File: config.mk
export PLATFORM = sky130hd
export DESIGN_NAME = pcd_regs
export DESIGN_NICKNAME = d
export VERILOG_FILES = /design/src/design/pcd_pkg.sv /design/src/design/pcd_regs.sv
export VERILOG_INCLUDE_DIRS = /design/src /design/src/design
export SDC_FILE = /design/constraint.sdc
export NUM_CORES = 1
export LEC_CHECK = 0
export ABC_AREA = 1
export CAP_MARGIN = 40
export CORE_UTILIZATION = 45
export CTS_BUF_LIST = sky130_fd_sc_hd__clkbuf_4
export DETAILED_ROUTE_END_ITERATION = 10
export DONT_BUFFER_PORTS = 1
export PLACE_DENSITY_LB_ADDON = 0.3
export SYNTH_ARGS = -nofsm -noshare
export SYNTH_HDL_FRONTEND = slang
export SYNTH_SLANG_ARGS = --single-unit
File: constraint.sdc
create_clock -name clk -period 1.3 [get_ports clk]
set_clock_uncertainty 0.15 [all_clocks]
set_input_delay 0.195 -clock clk [delete_from_list [all_inputs] [get_ports clk]]
set_output_delay 0.195 -clock clk [all_outputs]
set_load 0.03 [all_outputs]
File: src/design/pcd_params.svh
// register offsets, field positions and reset values of the phy diagnostic/special registers
`ifndef PCD_PARAMS_SVH
`define PCD_PARAMS_SVH
`define PCD_PHY_FIRST 5'h01
// cable_diag_ctrl_status
`define PCD_REG_DIAG 5'h1d
// phy_special_ctrl_status
`define PCD_REG_SPEC 5'h1f
`define PCD_SW_PORT1 4'h1
`define PCD_SW_OFF_DIAG 4'ha
`define PCD_SW_OFF_COUNT 4'hb
`define PCD_SW_OFF_FAR 4'hd
`define PCD_SW_OFF_MDIX 4'he
`define PCD_SW_OFF_POL 4'hf
`define PCD_B_EN 15
`define PCD_B_RES_HI 14
`define PCD_B_RES_LO 13
`define PCD_B_SHORT 12
`define PCD_B_CNT_HI 8
`define PCD_B_CNT_LO 0
`define PCD_B_POL 5
`define PCD_B_MDIX 4
`define PCD_B_FORCE 3
`define PCD_B_PWR 2
`define PCD_B_LOOP 1
`define PCD_B_RSVD 0
`define PCD_SB_SHORT 7
`define PCD_SB_RES_HI 6
`define PCD_SB_RES_LO 5
`define PCD_SB_EN 4
`define PCD_SB_FAR 4
`define PCD_SB_MDIX 7
`define PCD_SB_POL 5
`define PCD_SB_CNT8 0
`define PCD_PWR_DIS_RST 1'b1
`define PCD_FAULT_STEP_DM 4
`endif

File: src/design/pcd_pkg.sv
// types shared by the phy diagnostic/special register bank
package pcd_pkg;
	typedef enum logic [1:0] {
		PCD_NORMAL,
		PCD_OPEN,
		PCD_SHORT,
		PCD_FAILED
	} pcd_result_t;
	typedef struct packed {
		pcd_result_t result;
		logic near_short;
		logic [8:0] count;
	} pcd_diag_stat_t;
	typedef struct packed {
		logic pol_rev;
		logic mdix;
	} pcd_line_t;
	typedef struct packed {
		logic far_dis;
		logic force_link;
		logic pwr_dis;
		logic remote_loop;
		logic rsvd0;
	} pcd_ctl_t;
	typedef enum logic {
		PCD_IDLE,
		PCD_RUN
	} pcd_state_t;
endpackage : pcd_pkg

File: src/design/pcd_regs.sv
// per-phy cable diagnostic and special control registers, mii and 8-bit switch views
// How it works
// - each of the two phys (address 1 and 2) has its own diagnostic (0x1d) and special (0x1f) register.
// - writing one to bit 15 starts the cable test and the bit reads back zero once it finishes.
// - bits 14-13 give the result: normal, open, short or test failed, resetting to normal.
// - read-only bit 12 shows a short nearer than ten metres and resets to zero.
// - bits 8-0 give the fault distance in steps of about 0.4 m, resetting to zero.
// - read-only bit 5 of the special register shows reversed receive polarity.
// - bit 3 of the special register forces the link to pass.
// - bit 2 disables power saving when one and resets to one.
// - bit 1 loops the port's receive pair back out through its own transmit pair.
// - port 1 phy control and status also appear in switch bytes 0x10-0x1d and 0x1e-0x1f.
// - port 2 phy control and status also appear in switch bytes 0x20-0x2d and 0x2e-0x2f.
// - a separate bit disables far-end fault detection when one.
`timescale 1ns/1ps
`include "pcd_params.svh"
module pcd_regs (
	// clock and reset
	input wire logic clk,
	input wire logic reset,
	input wire logic clk_en,
	// mii management access
	input wire logic mii_req,
	input wire logic mii_wr,
	input wire logic [4:0] phy_select,
	input wire logic [4:0] reg_select,
	input wire logic [15:0] mii_wdata,
	output logic [15:0] mii_rdata_q,
	output logic mii_rvalid_q,
	// switch byte register access
	input wire logic sw_req,
	input wire logic sw_wr,
	input wire logic [7:0] sw_addr,
	input wire logic [7:0] sw_wdata,
	output logic [7:0] sw_rdata_q,
	output logic sw_rvalid_q,
	// phy analog side, index 0 is port 1
	output logic [1:0] diag_start_q,
	input wire logic [1:0] diag_done,
	input wire pcd_pkg::pcd_diag_stat_t [1:0] diag_in,
	input wire pcd_pkg::pcd_line_t [1:0] line_in,
	output pcd_pkg::pcd_ctl_t [1:0] phy_ctl_q
);
	pcd_pkg::pcd_state_t [1:0] st_q, st_d;
	pcd_pkg::pcd_diag_stat_t [1:0] stat_q, stat_d;
	pcd_pkg::pcd_ctl_t [1:0] ctl_d;
	logic [1:0] start_d;
	logic [15:0] mii_rdata_d;
	logic [7:0] sw_rdata_d;
	logic mii_rvalid_d, sw_rvalid_d;
	logic [1:0] busy;
	logic [1:0] go;
	logic [1:0] mii_hit;
	logic [1:0] sw_hit;

	assign busy[0] = st_q[0] == pcd_pkg::PCD_RUN;
	assign busy[1] = st_q[1] == pcd_pkg::PCD_RUN;

	function automatic logic [15:0] diag_word(input logic b, input pcd_pkg::pcd_diag_stat_t s);
		logic [15:0] w;
		w = '0;
		w[`PCD_B_EN] = b;
		w[`PCD_B_RES_HI:`PCD_B_RES_LO] = s.result;
		w[`PCD_B_SHORT] = s.near_short;
		w[`PCD_B_CNT_HI:`PCD_B_CNT_LO] = s.count;
		return w;
	endfunction : diag_word

	always_comb begin
		st_d = st_q;
		stat_d = stat_q;
		ctl_d = phy_ctl_q;
		start_d = 2'h0;
		go = 2'h0;
		mii_hit = 2'h0;
		sw_hit = 2'h0;
		mii_rdata_d = 16'h0000;
		sw_rdata_d = 8'h00;
		// valid pulses for every read, mapped or not, so a host never waits
		mii_rvalid_d = mii_req && !mii_wr;
		sw_rvalid_d = sw_req && !sw_wr;
		for (int i = 0; i < 2; i++) begin
			mii_hit[i] = mii_req && phy_select == `PCD_PHY_FIRST + 5'(i);
			sw_hit[i] = sw_req && sw_addr[7:4] == `PCD_SW_PORT1 + 4'(i);
			go[i] = (mii_hit[i] && mii_wr && reg_select == `PCD_REG_DIAG && mii_wdata[`PCD_B_EN])
				|| (sw_hit[i] && sw_wr && sw_addr[3:0] == `PCD_SW_OFF_DIAG && sw_wdata[`PCD_SB_EN]);
			// mii wins a same-cycle write collision on the shared control bits
			if (mii_hit[i] && mii_wr && reg_select == `PCD_REG_SPEC) begin
				ctl_d[i].force_link = mii_wdata[`PCD_B_FORCE];
				ctl_d[i].pwr_dis = mii_wdata[`PCD_B_PWR];
				ctl_d[i].remote_loop = mii_wdata[`PCD_B_LOOP];
				ctl_d[i].rsvd0 = mii_wdata[`PCD_B_RSVD];
			end else if (sw_hit[i] && sw_wr && sw_addr[3:0] == `PCD_SW_OFF_DIAG) begin
				ctl_d[i].force_link = sw_wdata[`PCD_B_FORCE];
				ctl_d[i].pwr_dis = sw_wdata[`PCD_B_PWR];
				ctl_d[i].remote_loop = sw_wdata[`PCD_B_LOOP];
			end
			if (sw_hit[i] && sw_wr && sw_addr[3:0] == `PCD_SW_OFF_FAR) begin
				ctl_d[i].far_dis = sw_wdata[`PCD_SB_FAR];
			end
			unique case (st_q[i])
				pcd_pkg::PCD_IDLE: begin
					if (go[i]) begin
						st_d[i] = pcd_pkg::PCD_RUN;
						start_d[i] = 1'b1;
					end
				end
				pcd_pkg::PCD_RUN: begin
					// new starts ignored here, results held until done
					if (diag_done[i]) begin
						st_d[i] = pcd_pkg::PCD_IDLE;
						stat_d[i] = diag_in[i];
					end
				end
			endcase
			if (mii_hit[i] && !mii_wr && reg_select == `PCD_REG_DIAG) begin
				mii_rdata_d = diag_word(busy[i], stat_q[i]);
			end
			if (mii_hit[i] && !mii_wr && reg_select == `PCD_REG_SPEC) begin
				mii_rdata_d[`PCD_B_POL] = line_in[i].pol_rev;
				mii_rdata_d[`PCD_B_MDIX] = line_in[i].mdix;
				mii_rdata_d[`PCD_B_FORCE] = phy_ctl_q[i].force_link;
				mii_rdata_d[`PCD_B_PWR] = phy_ctl_q[i].pwr_dis;
				mii_rdata_d[`PCD_B_LOOP] = phy_ctl_q[i].remote_loop;
				mii_rdata_d[`PCD_B_RSVD] = phy_ctl_q[i].rsvd0;
			end
			if (sw_hit[i] && !sw_wr) begin
				unique case (sw_addr[3:0])
					`PCD_SW_OFF_DIAG: begin
						sw_rdata_d[`PCD_SB_SHORT] = stat_q[i].near_short;
						sw_rdata_d[`PCD_SB_RES_HI:`PCD_SB_RES_LO] = stat_q[i].result;
						sw_rdata_d[`PCD_SB_EN] = busy[i];
						sw_rdata_d[`PCD_B_FORCE] = phy_ctl_q[i].force_link;
						sw_rdata_d[`PCD_B_PWR] = phy_ctl_q[i].pwr_dis;
						sw_rdata_d[`PCD_B_LOOP] = phy_ctl_q[i].remote_loop;
						sw_rdata_d[`PCD_SB_CNT8] = stat_q[i].count[8];
					end
					`PCD_SW_OFF_COUNT: sw_rdata_d = stat_q[i].count[7:0];
					`PCD_SW_OFF_FAR: sw_rdata_d[`PCD_SB_FAR] = phy_ctl_q[i].far_dis;
					`PCD_SW_OFF_MDIX: sw_rdata_d[`PCD_SB_MDIX] = line_in[i].mdix;
					`PCD_SW_OFF_POL: sw_rdata_d[`PCD_SB_POL] = line_in[i].pol_rev;
					default: sw_rdata_d = 8'h00;
				endcase
			end
		end
	end

	always_ff @(posedge clk) begin
		if (reset) begin
			st_q[0] <= pcd_pkg::PCD_IDLE;
			st_q[1] <= pcd_pkg::PCD_IDLE;
			stat_q <= '0;
			phy_ctl_q <= '0;
			phy_ctl_q[0].pwr_dis <= `PCD_PWR_DIS_RST;
			phy_ctl_q[1].pwr_dis <= `PCD_PWR_DIS_RST;
			diag_start_q <= 2'h0;
			mii_rdata_q <= 16'h0000;
			mii_rvalid_q <= 1'b0;
			sw_rdata_q <= 8'h00;
			sw_rvalid_q <= 1'b0;
		end else if (clk_en) begin
			st_q <= st_d;
			stat_q <= stat_d;
			phy_ctl_q <= ctl_d;
			diag_start_q <= start_d;
			mii_rdata_q <= mii_rdata_d;
			mii_rvalid_q <= mii_rvalid_d;
			sw_rdata_q <= sw_rdata_d;
			sw_rvalid_q <= sw_rvalid_d;
		end
	end
endmodule : pcd_regs

==> flow_summary_export.csv, run 1 <==
group,metric,value,unit
sta,holdWs,-336,ps
clock_tree,hold_buffers,35,
sta,max_freq,783,MHz
drt,wl_per_cell,14.8,um
sta,final-setup-viol-count,0,
setup_path,path_class,"reg2out",
sta,period_needed,1280,ps
hold_path,whs_endpoint,"mii_rdata_q[0]",
placed_design,pre_cts_slack,-137,ps
final_layout,final_area,0.00456,mm2
setup_path,critical-path-max-stage-delay,370,ps
drt,wl,10100,um
drt,vias,3610,
hold_path,hold_class,"in2reg",
die,die_y,87.9,um
synth,synthArstFlopShare,0,
power_and_ir_drop,p_leak,0.00194,uW
synth,yosysSeqAreaShare,0.367,
synth,yosys_warnings,0,
setup_path,worstPathCellList,"buf_6",
drt,first_pass_iters,5,
setup_path,start_kind,"flip-flop",
global_routing,grt_start_max_net_pins,45,
global_routing,antenna_found_initial,0,
status,status,"finished with violations",
clock_tree,clk_latency,420,ps
final_layout,drive_above_1_share,0.273,
power_and_ir_drop,vdd.ir_drop.worst,468,uV
clock_tree,clk_path_buf_depth,2,
synth,synth.distinct_cells,32,
clock_tree,path_clk_slew,120,ps
global_routing,track_usage,0.269,
clock_tree,h-tree-depth,3,
synth,synth_edf_count,0,
setup_path,r2r_end,"sw_rdata_q[7]",
global_routing,grt_pass1_vias,3382,
setup_path,worstPathArrival,930,ps
setup_path,end_kind,"output port",
clock_tree,clock-root-buffer,"clkbuf_4",
global_routing,grt_pass1_wl,15800,um
final_layout,regArea,0.00127,mm2
final_layout,fillers,609,
global_routing,grt-ovfl-total,0,
die,die_w,87.9,um
run,drv_cap,0,
sta,setup_ws,23.1,ps
setup_path,reg2reg_depth,6,
setup_path,critPathMaxFanout,2,
drt,final_antenna_net_count,0,
die,ios,117,
clock_tree,cts_tree,"yes",
die,core,0.00694,mm2
setup_path,crit_required,950,ps
drt,route.detailed.drc,0,
placed_design,hpwl,6960,um
sta,period_share,0.982,
final_layout,area_growth,37.3,%
placed_design,placed_cell_area,0.00383,mm2
sta,maxSlewViolCount,0,
die,row_count,30,
die,start_util,0.479,
clock_tree,numClockSinks,61,
drt,avgViaCountPerCell,5.28,
synth,synthesis.area,0.00332,mm2
setup_path,reg2reg_from,"stat_q[9]",
synth,ys_seq_elements,61,
hold_path,min_path_cells,1,
synth,syn-instance-count,488,
drt,drt-initial-drc-count,188,
synth,avgSynthCellArea,6.81,um2
die,dieArea,0.00773,mm2
power_and_ir_drop,power_density,829,mW/mm2
setup_path,crit_family,"flip-flops",
sta,rsz0062_at_grt,"yes",
final_layout,layout_commonest_cell,"nand2_1",
final_layout,nets,661,
setup_path,cp_slowest_cell,"dfxtp_2",
hold_path,worstHoldStart,"reset",
placed_design,portBuffers,0,
placed_design,place_congestion,0.884,
clock_tree,cts_buffers,9,
setup_path,r2r_setup_slack,80,ps
synth,synth_ff_type,"dfxtp_1",
sta,tns,0,ps
setup_path,crit_buf_inv,1,
sta,hold_viol,49,
status,failed_checks,"negative hold slack",
final_layout,layout_common_cells,"74 x nand2_1, 69 x o21ai_0, 66 x inv_1",
final_layout,multi_input_area,0.00170,mm2
[synthesized netlist by cell type (all sizes together), types with 3 or more instances]
master  instances  area [um2]
nand3          32         198
buf            12        92.6
a21oi          49         260
inv            70         265
o211ai          3        22.5
nor3            3        20.0
dfxtp          61        1220
nand2          79         309
nand4          14        93.8
nor2           60         273
o21ai          83         445
o22ai           5        37.5
clkbuf         13        48.8
[layout make-up]
cell class | instances | share of cell area
antenna | 1 | 0.000548
clock buffer | 9 | 0.0148
clock inverter | 7 | 0.0178
inverter | 71 | 0.0590
multi-input combinational | 333 | 0.372
sequential | 61 | 0.278
tap | 96 | 0.0263
timing repair buffer | 106 | 0.231
[through the flow]
stage           util  hold WS, ps  cells  power [uW]
2_1_floorplan      -          190    490        2220
5_1_grt        0.657         -366    683        3950
6_report       0.657         -336    684        3780
4_1_cts        0.635         -349    678        3780
3_5_place_dp   0.552          114    624        2290
3_3_place_gp   0.552          112    624        2280
[worst max path at each step]
stage / end / slack [ps] / from / cells after the start
floorplan: mii_rdata_q[2] / -30 / phy_select[3] / 9
global placement: mii_rdata_q[5] / -90 / phy_select[3] / 8
detailed placement: diag_start_q[1] / -140 / sw_addr[6] / 8
CTS: phy_ctl_q[8] / -10 / phy_ctl_q[8] / 1
global route: sw_rdata_q[7] / -10 / stat_q[7] / 6
finish: phy_ctl_q[5] / 20 / phy_ctl_q[5] / 1
[registers in the layout, summed over array words and instances (netlist names)]
signal	count
sw_rvalid_q	1
sw_rdata_q	8
mii_rdata_q	13
stat_q	24
mii_rvalid_q	1
phy_ctl_q	10
busy	2
diag_start_q	2
[where the power goes]
part / total (uW) / switching [uW] / leakage (uW) / internal, uW
Clock: 1430 / 818 / 0.0000771 / 607
Sequential: 1910 / 17.8 / 0.000508 / 1890
Combinational: 447 / 239 / 0.00135 / 208
[logic make-up after synthesis]
group	Yosys count	share of synthesized area
simple gates	188	0.269
other cells	1	0.00113
compound gates	142	0.239
flops	61	0.367
buf+inv	96	0.123
[per-layer routing]
layer / wire [um] / global-route usage / vias up
met4: 342 / 0.152 / 0
met5: 0 / 0 / -
li1: - / - / 1787
met1: 4150 / 0.339 / 1623
met2: 4770 / 0.424 / 166
met3: 849 / 0.0603 / 34
[repair_timing]
item                       CTS  global route
buffers inserted             3             5
setup endpoints to repair   19            32
resized for setup           27            41
pin swaps                    0             0
hold endpoints to repair    61            45
No activity file was read; power rests on OpenSTA's default activity.
==> run 2, diff against run 1 <==
--- a/config.mk
+++ b/config.mk
@@ -8,6 +8,7 @@
 export LEC_CHECK = 0
 export ABC_AREA = 1
 export CAP_MARGIN = 40
+export CORE_MARGIN = 2
 export CORE_UTILIZATION = 45
 export CTS_BUF_LIST = sky130_fd_sc_hd__clkbuf_4
 export DETAILED_ROUTE_END_ITERATION = 10
==> run 2 against run 1 <==
  * The run still ends with negative hold slack left
  * Combinational power up 5.6%
  * Power down 3.1%
  * Register-to-register slack better by 30 ps
  * Maximum frequency about the same
  * Die area up 4.6%
  * First-iteration DRC count up 34%
  * Hold slack better by 28 ps
  * Critical path type unchanged
  * Critical endpoint is now phy_ctl_q[2]
==> flow_summary_export.csv, run 2 (synthesis results as in run 1) <==
group,metric,value,unit
status,status,"finished with violations",
status,failed_checks,"negative hold slack",
clock_tree,path_clk_slew,100,ps
sta,final-setup-viol-count,0,
drt,vias,3557,
drt,final_antenna_net_count,0,
clock_tree,clock-root-buffer,"clkbuf_4",
global_routing,grt_start_max_net_pins,45,
final_layout,drive_above_1_share,0.239,
global_routing,gr-usage-met3,0.0604,
final_layout,largest_registers,"stat_q: 24 flops, mii_rdata_q: 13 flops, phy_ctl_q: 10 flops",
die,dieArea,0.00809,mm2
die,ios,117,
setup_path,cp_slowest_cell,"dfxtp_2",
drt,avgViaCountPerCell,5.19,
setup_path,r2r_setup_slack,110,ps
drt,wl,9980,um
final_layout,stdcell_count,686,
clock_tree,cts_tree,"yes",
setup_path,r2r_end,"stat_q[12]",
run,drv_cap,0,
sta,tns,0,ps
die,start_util,0.461,
setup_path,end_kind,"output port",
setup_path,crit_buf_inv,1,
global_routing,met2_usage,0.378,
die,die_y,89.9,um
final_layout,layout_commonest_cell,"nand2_1",
setup_path,reg2reg_from,"busy[1]",
die,row_count,31,
hold_path,hold_class,"in2reg",
global_routing,antenna_found_initial,0,
global_routing,globalRoute.busiestLayer,"met2",
global_routing,grtUsageMet1,0.321,
sta,max_freq,783,MHz
placed_design,dp_cells,628,
setup_path,reg2reg_depth,4,
sta,holdWs,-308,ps
clock_tree,numClockSinks,61,
global_routing,track_usage,0.237,
final_layout,layout_common_cells,"74 x nand2_1, 68 x o21ai_0, 66 x inv_1",
die,die_w,89.9,um
final_layout,nets,661,
drt,first_pass_iters,5,
final_layout,largest-register,"stat_q",
global_routing,grt_pass1_vias,3162,
placed_design,pre_cts_slack,-167,ps
clock_tree,h-tree-depth,3,
clock_tree,cts_buffers,9,
sta,setup_ws,23.4,ps
hold_path,min_path_cells,1,
global_routing,grt_pass1_wl,15500,um
power_and_ir_drop,p_leak,0.00191,uW
sta,maxSlewViolCount,0,
setup_path,crit_family,"flip-flops",
sta,hold_viol,25,
hold_path,whs_endpoint,"mii_rdata_q[2]",
final_layout,largest_reg_flops,24,
setup_path,start_kind,"flip-flop",
setup_path,worstPathCellList,"buf_4",
global_routing,grt-ovfl-total,0,
clock_tree,clk_path_buf_depth,2,
placed_design,place_congestion,0.891,
setup_path,critical-path-max-stage-delay,370,ps
final_layout,fin_util,0.618,
placed_design,hpwl,6960,um
power_and_ir_drop,power_density,822,mW/mm2
drt,drt-initial-drc-count,251,
final_layout,diodes,0,
setup_path,critPathMaxFanout,3,
power_and_ir_drop,vdd.ir_drop.worst,559,uV
final_layout,area_growth,34.2,%
sta,period_share,0.982,
drt,route.detailed.drc,0,
sta,rsz0062_at_grt,"no",
hold_path,worstHoldStart,"reset",
setup_path,path_class,"reg2out",
drt,wl_per_cell,14.5,um
setup_path,worstPathArrival,930,ps
clock_tree,clk_latency,410,ps
sta,period_needed,1280,ps
setup_path,crit_required,950,ps
die,core,0.00721,mm2
placed_design,portBuffers,0,
==> run 2: changes by cell type in the layout (fill, tap and decap cells not counted), moves of 2 or more <==
cell / change
buf_4: +17
buf_6: -22
clkinv_1: +3
clkinv_4: -3
dfxtp_1: +12
dfxtp_2: -12
dlygate4sd3_1: +5
inv_6: -2
==> run 2: metrics by stage <==
stage               cell area [um2]  total power (uW)  hold WS, ps
floorplan                      3330              2220          190
global placement               3830              2280          112
detailed placement             3830              2290          113
CTS                            4340              3630         -322
global route                   4460              3820         -334
finish                         4460              3660         -308
==> run 2: cell type report <==
cell class	instances	area (um2)
Fill cell	663	2760
Multi-Input combinational cell	333	1700
Sequential cell	61	1250
Timing Repair Buffer	106	983
Inverter	71	269
Tap cell	99	124
Clock buffer	10	75.1
Clock inverter	6	53.8
==> run 2: per-layer routing <==
| layer | vias up | wire (um) |
|---|---|---|
| li1 | 1780 | - |
| met1 | 1617 | 4380 |
| met2 | 146 | 4690 |
| met3 | 14 | 784 |
| met4 | 0 | 128 |
| met5 | - | 0 |
==> run 2: power breakdown <==
part           internal, uW  leakage, uW  switching, uW
Combinational           213      0.00133            259
Sequential             1890     0.000503           15.4
Clock                   586    0.0000689            701
==> run 2: timing repair <==
action | CTS | global route
hold buffers | 35 | 6
endpoints found under the hold margin | 61 | 29
gates cloned | 0 | 0
resized for setup | 13 | 22
buffers inserted | 0 | 1
setup endpoints to repair | 7 | 20
==> run 2: worst max-delay path by stage <==
stage | start | to | cells past startpoint | slack (ps)
6_report | phy_ctl_q[2] | phy_ctl_q[2] | 1 | 20
3_5_place_dp | phy_select[3] | diag_start_q[1] | 8 | -170
5_1_grt | phy_ctl_q[2] | phy_ctl_q[2] | 1 | 0.6
4_1_cts | mii_rdata_q[1] | mii_rdata_q[1] | 1 | 2
2_1_floorplan | phy_select[3] | mii_rdata_q[2] | 9 | -30
3_3_place_gp | phy_select[3] | diag_start_q[1] | 8 | -120
==> run 3, diff against run 2 <==
--- a/config.mk
+++ b/config.mk
@@ -6,11 +6,11 @@
 export SDC_FILE = /design/constraint.sdc
 export NUM_CORES = 1
 export LEC_CHECK = 0
-export ABC_AREA = 1
 export CAP_MARGIN = 40
 export CORE_MARGIN = 2
 export CORE_UTILIZATION = 45
 export CTS_BUF_LIST = sky130_fd_sc_hd__clkbuf_4
+export CTS_CLUSTER_DIAMETER = 60
 export DETAILED_ROUTE_END_ITERATION = 10
 export DONT_BUFFER_PORTS = 1
 export PLACE_DENSITY_LB_ADDON = 0.3
==> run 3 against run 2 <==
  * Register-to-register slack got worse by 70 ps
  * Setup slack got worse by 210 ps
  * Critical path depth rose by 5
  * Clock power rose by 16%
  * Utilization fell by 1.1 points
  * The run ends with negative hold slack, negative setup slack left
==> flow_summary_export.csv, run 3 <==
group,metric,value,unit
clock_tree,cts_tree,"yes",
final_layout,largest-register,"stat_q",
sta,holdWs,-324,ps
die,row_count,30,
final_layout,regArea,0.00127,mm2
drt,first_pass_iters,5,
synth,yosys_warnings,0,
global_routing,track_usage,0.244,
setup_path,reg2reg_depth,4,
final_layout,area_growth,32.9,%
placed_design,placed_cell_area,0.00358,mm2
global_routing,antenna_found_initial,0,
die,die_w,86.4,um
die,die_y,86.4,um
sta,period_share,1.15,
drt,vias,3043,
setup_path,r2r_setup_slack,40,ps
setup_path,path_class,"in2reg",
sta,rsz0062_at_grt,"yes",
placed_design,portBuffers,0,
setup_path,worstPathArrival,1630,ps
synth,synth_largest_area_cell,"dfxtp_1",
sta,hold_viol,58,
drt,route.detailed.drc,0,
hold_path,hold_class,"in2reg",
sta,max_freq,671,MHz
clock_tree,h-tree-depth,3,
setup_path,r2r_end,"sw_rdata_q[5]",
synth,yosysSeqAreaShare,0.400,
status,status,"finished with violations",
power_and_ir_drop,vdd.ir_drop.worst,765,uV
setup_path,crit_required,1440,ps
synth,synth.distinct_cells,51,
sta,maxSlewViolCount,0,
sta,period_needed,1490,ps
die,core,0.00668,mm2
global_routing,grt_start_max_net_pins,60,
final_layout,fillers,568,
clock_tree,numClockSinks,61,
placed_design,place_congestion,0.878,
clock_tree,clk_path_buf_depth,2,
drt,wl,9390,um
drt,final_antenna_net_count,0,
setup_path,endpoint,"mii_rdata_q[2]",
die,ios,117,
drt,wl_per_cell,18.0,um
synth,synth.area.top_cells,"dfxtp_1 40%, mux2i_1 7.9%, nand2_1 7.7%, a21oi_1 5.4%, nor2_1 4.7%",
final_layout,layout_common_cells,"62 x nand2_1, 55 x buf_4, 38 x nor2_1",
sta,setup_ws,-190,ps
final_layout,nets,515,
global_routing,grt-ovfl-total,0,
synth,ys_top_cells_by_count,"63 x nand2_1, 61 x dfxtp_1, 38 x nor2_1",
final_layout,diodes,0,
clock_tree,path_clk_slew,120,ps
clock_tree,clk_latency,410,ps
setup_path,startpoint,"phy_select[3]",
setup_path,critPathMaxFanout,5,
synth,synthArstFlopShare,0,
setup_path,start_kind,"primary input",
synth,synthesis.area,0.00305,mm2
die,dieArea,0.00746,mm2
synth,synth_ff_type,"dfxtp_1",
drt,drt-initial-drc-count,164,
synth,yosys.area.top_type_share,0.400,
setup_path,reg2reg_from,"stat_q[17]",
clock_tree,cts_buffers,9,
final_layout,multi_input_area,0.00178,mm2
sta,final-setup-viol-count,22,
final_layout,final_area,0.00406,mm2
synth,ys_seq_elements,61,
synth,synth_edf_count,0,
synth,avgSynthCellArea,8.34,um2
status,failed_checks,"negative hold slack, negative setup slack",
power_and_ir_drop,power_density,901,mW/mm2
clock_tree,clock-root-buffer,"clkbuf_4",
die,start_util,0.457,
drt,avgViaCountPerCell,5.84,
setup_path,end_kind,"flip-flop",
power_and_ir_drop,p_leak,0.00151,uW
placed_design,hpwl,6630,um
final_layout,largest_reg_flops,24,
final_layout,layout_commonest_cell,"nand2_1",
final_layout,largest_registers,"stat_q: 24 flops, mii_rdata_q: 13 flops, phy_ctl_q: 10 flops",
synth,syn-instance-count,366,
run,drv_cap,0,
global_routing,grt_pass1_vias,2723,
global_routing,grt_pass1_wl,13800,um
synth,yosysMostFrequentCell,"nand2_1",
final_layout,drive_above_1_share,0.340,
## run 3: per-stage QoR
| step | cells | total power (uW) | worst slack, ps | util | TNS, ps |
|---|---|---|---|---|---|
| final | 521 | 3660 | -190 | 0.607 | -2010 |
| after global routing | 521 | 3780 | -254 | 0.607 | -3020 |
| after CTS | 515 | 3660 | -155 | 0.583 | -808 |
| after detailed placement | 487 | 2160 | -601 | 0.536 | -11930 |
| after global placement | 487 | 2160 | -539 | 0.536 | -11040 |
| after floorplan | 368 | 2160 | -480 | - | -7350 |
## run 3: worst min path at each step
stage | from | depth (start not counted) | slack, ps | to
floorplan | diag_in[16] | 2 | 180 | stat_q[16]
global placement | reset | 1 | 120 | sw_rvalid_q
detailed placement | reset | 1 | 120 | phy_ctl_q[9]
CTS | reset | 1 | -330 | phy_ctl_q[9]
global route | reset | 1 | -350 | phy_ctl_q[9]
finish | reset | 1 | -320 | phy_ctl_q[9]
## run 3: layout make-up
class / instances / area share
Clock buffer: 11 / 0.0204
Clock inverter: 5 / 0.0185
Inverter: 7 / 0.00648
Multi-Input combinational cell: 275 / 0.439
Sequential cell: 61 / 0.312
Tap cell: 80 / 0.0247
Timing Repair Buffer: 82 / 0.179
## run 3: metal layers
metal  up-vias  wire length (um)  global-route usage
li1       1457                 -                   -
met3        19               895              0.0705
met4         0               244               0.118
met5         -                 0                   0
met2       154              4340               0.367
met1      1413              3920               0.321
## run 3: power by group
group          internal (uW)  switching [uW]  total, uW  leakage (uW)
registers               1880            9.35       1880      0.000507
logic                    126             141        267      0.000923
clock network            812             693       1500     0.0000822
## run 3: what timing repair did
item                       in CTS  in global routing
setup endpoints to repair      35                 74
resized for setup              19                 44
hold endpoints to repair       61                 57
setup buffers                   3                  7
pin swaps                       6                  8
cloned                          0                  0
hold buffers                    9                  1
## run 3: cell families after synthesis
logic type / Yosys count / synth area share
other: 1 / 0.00123
buffers and inverters: 32 / 0.0537
and+or+nand+nor: 154 / 0.261
muxes: 26 / 0.0860
DFF: 61 / 0.400
AOI/OAI and AO/OA: 92 / 0.198
## run 3: critical path, cell delays in order
cell     delay (ps)
or4b_4          600
nor3_4          180
buf_4           160
nand4_1         210
nor2_1          230
nor4_2           50
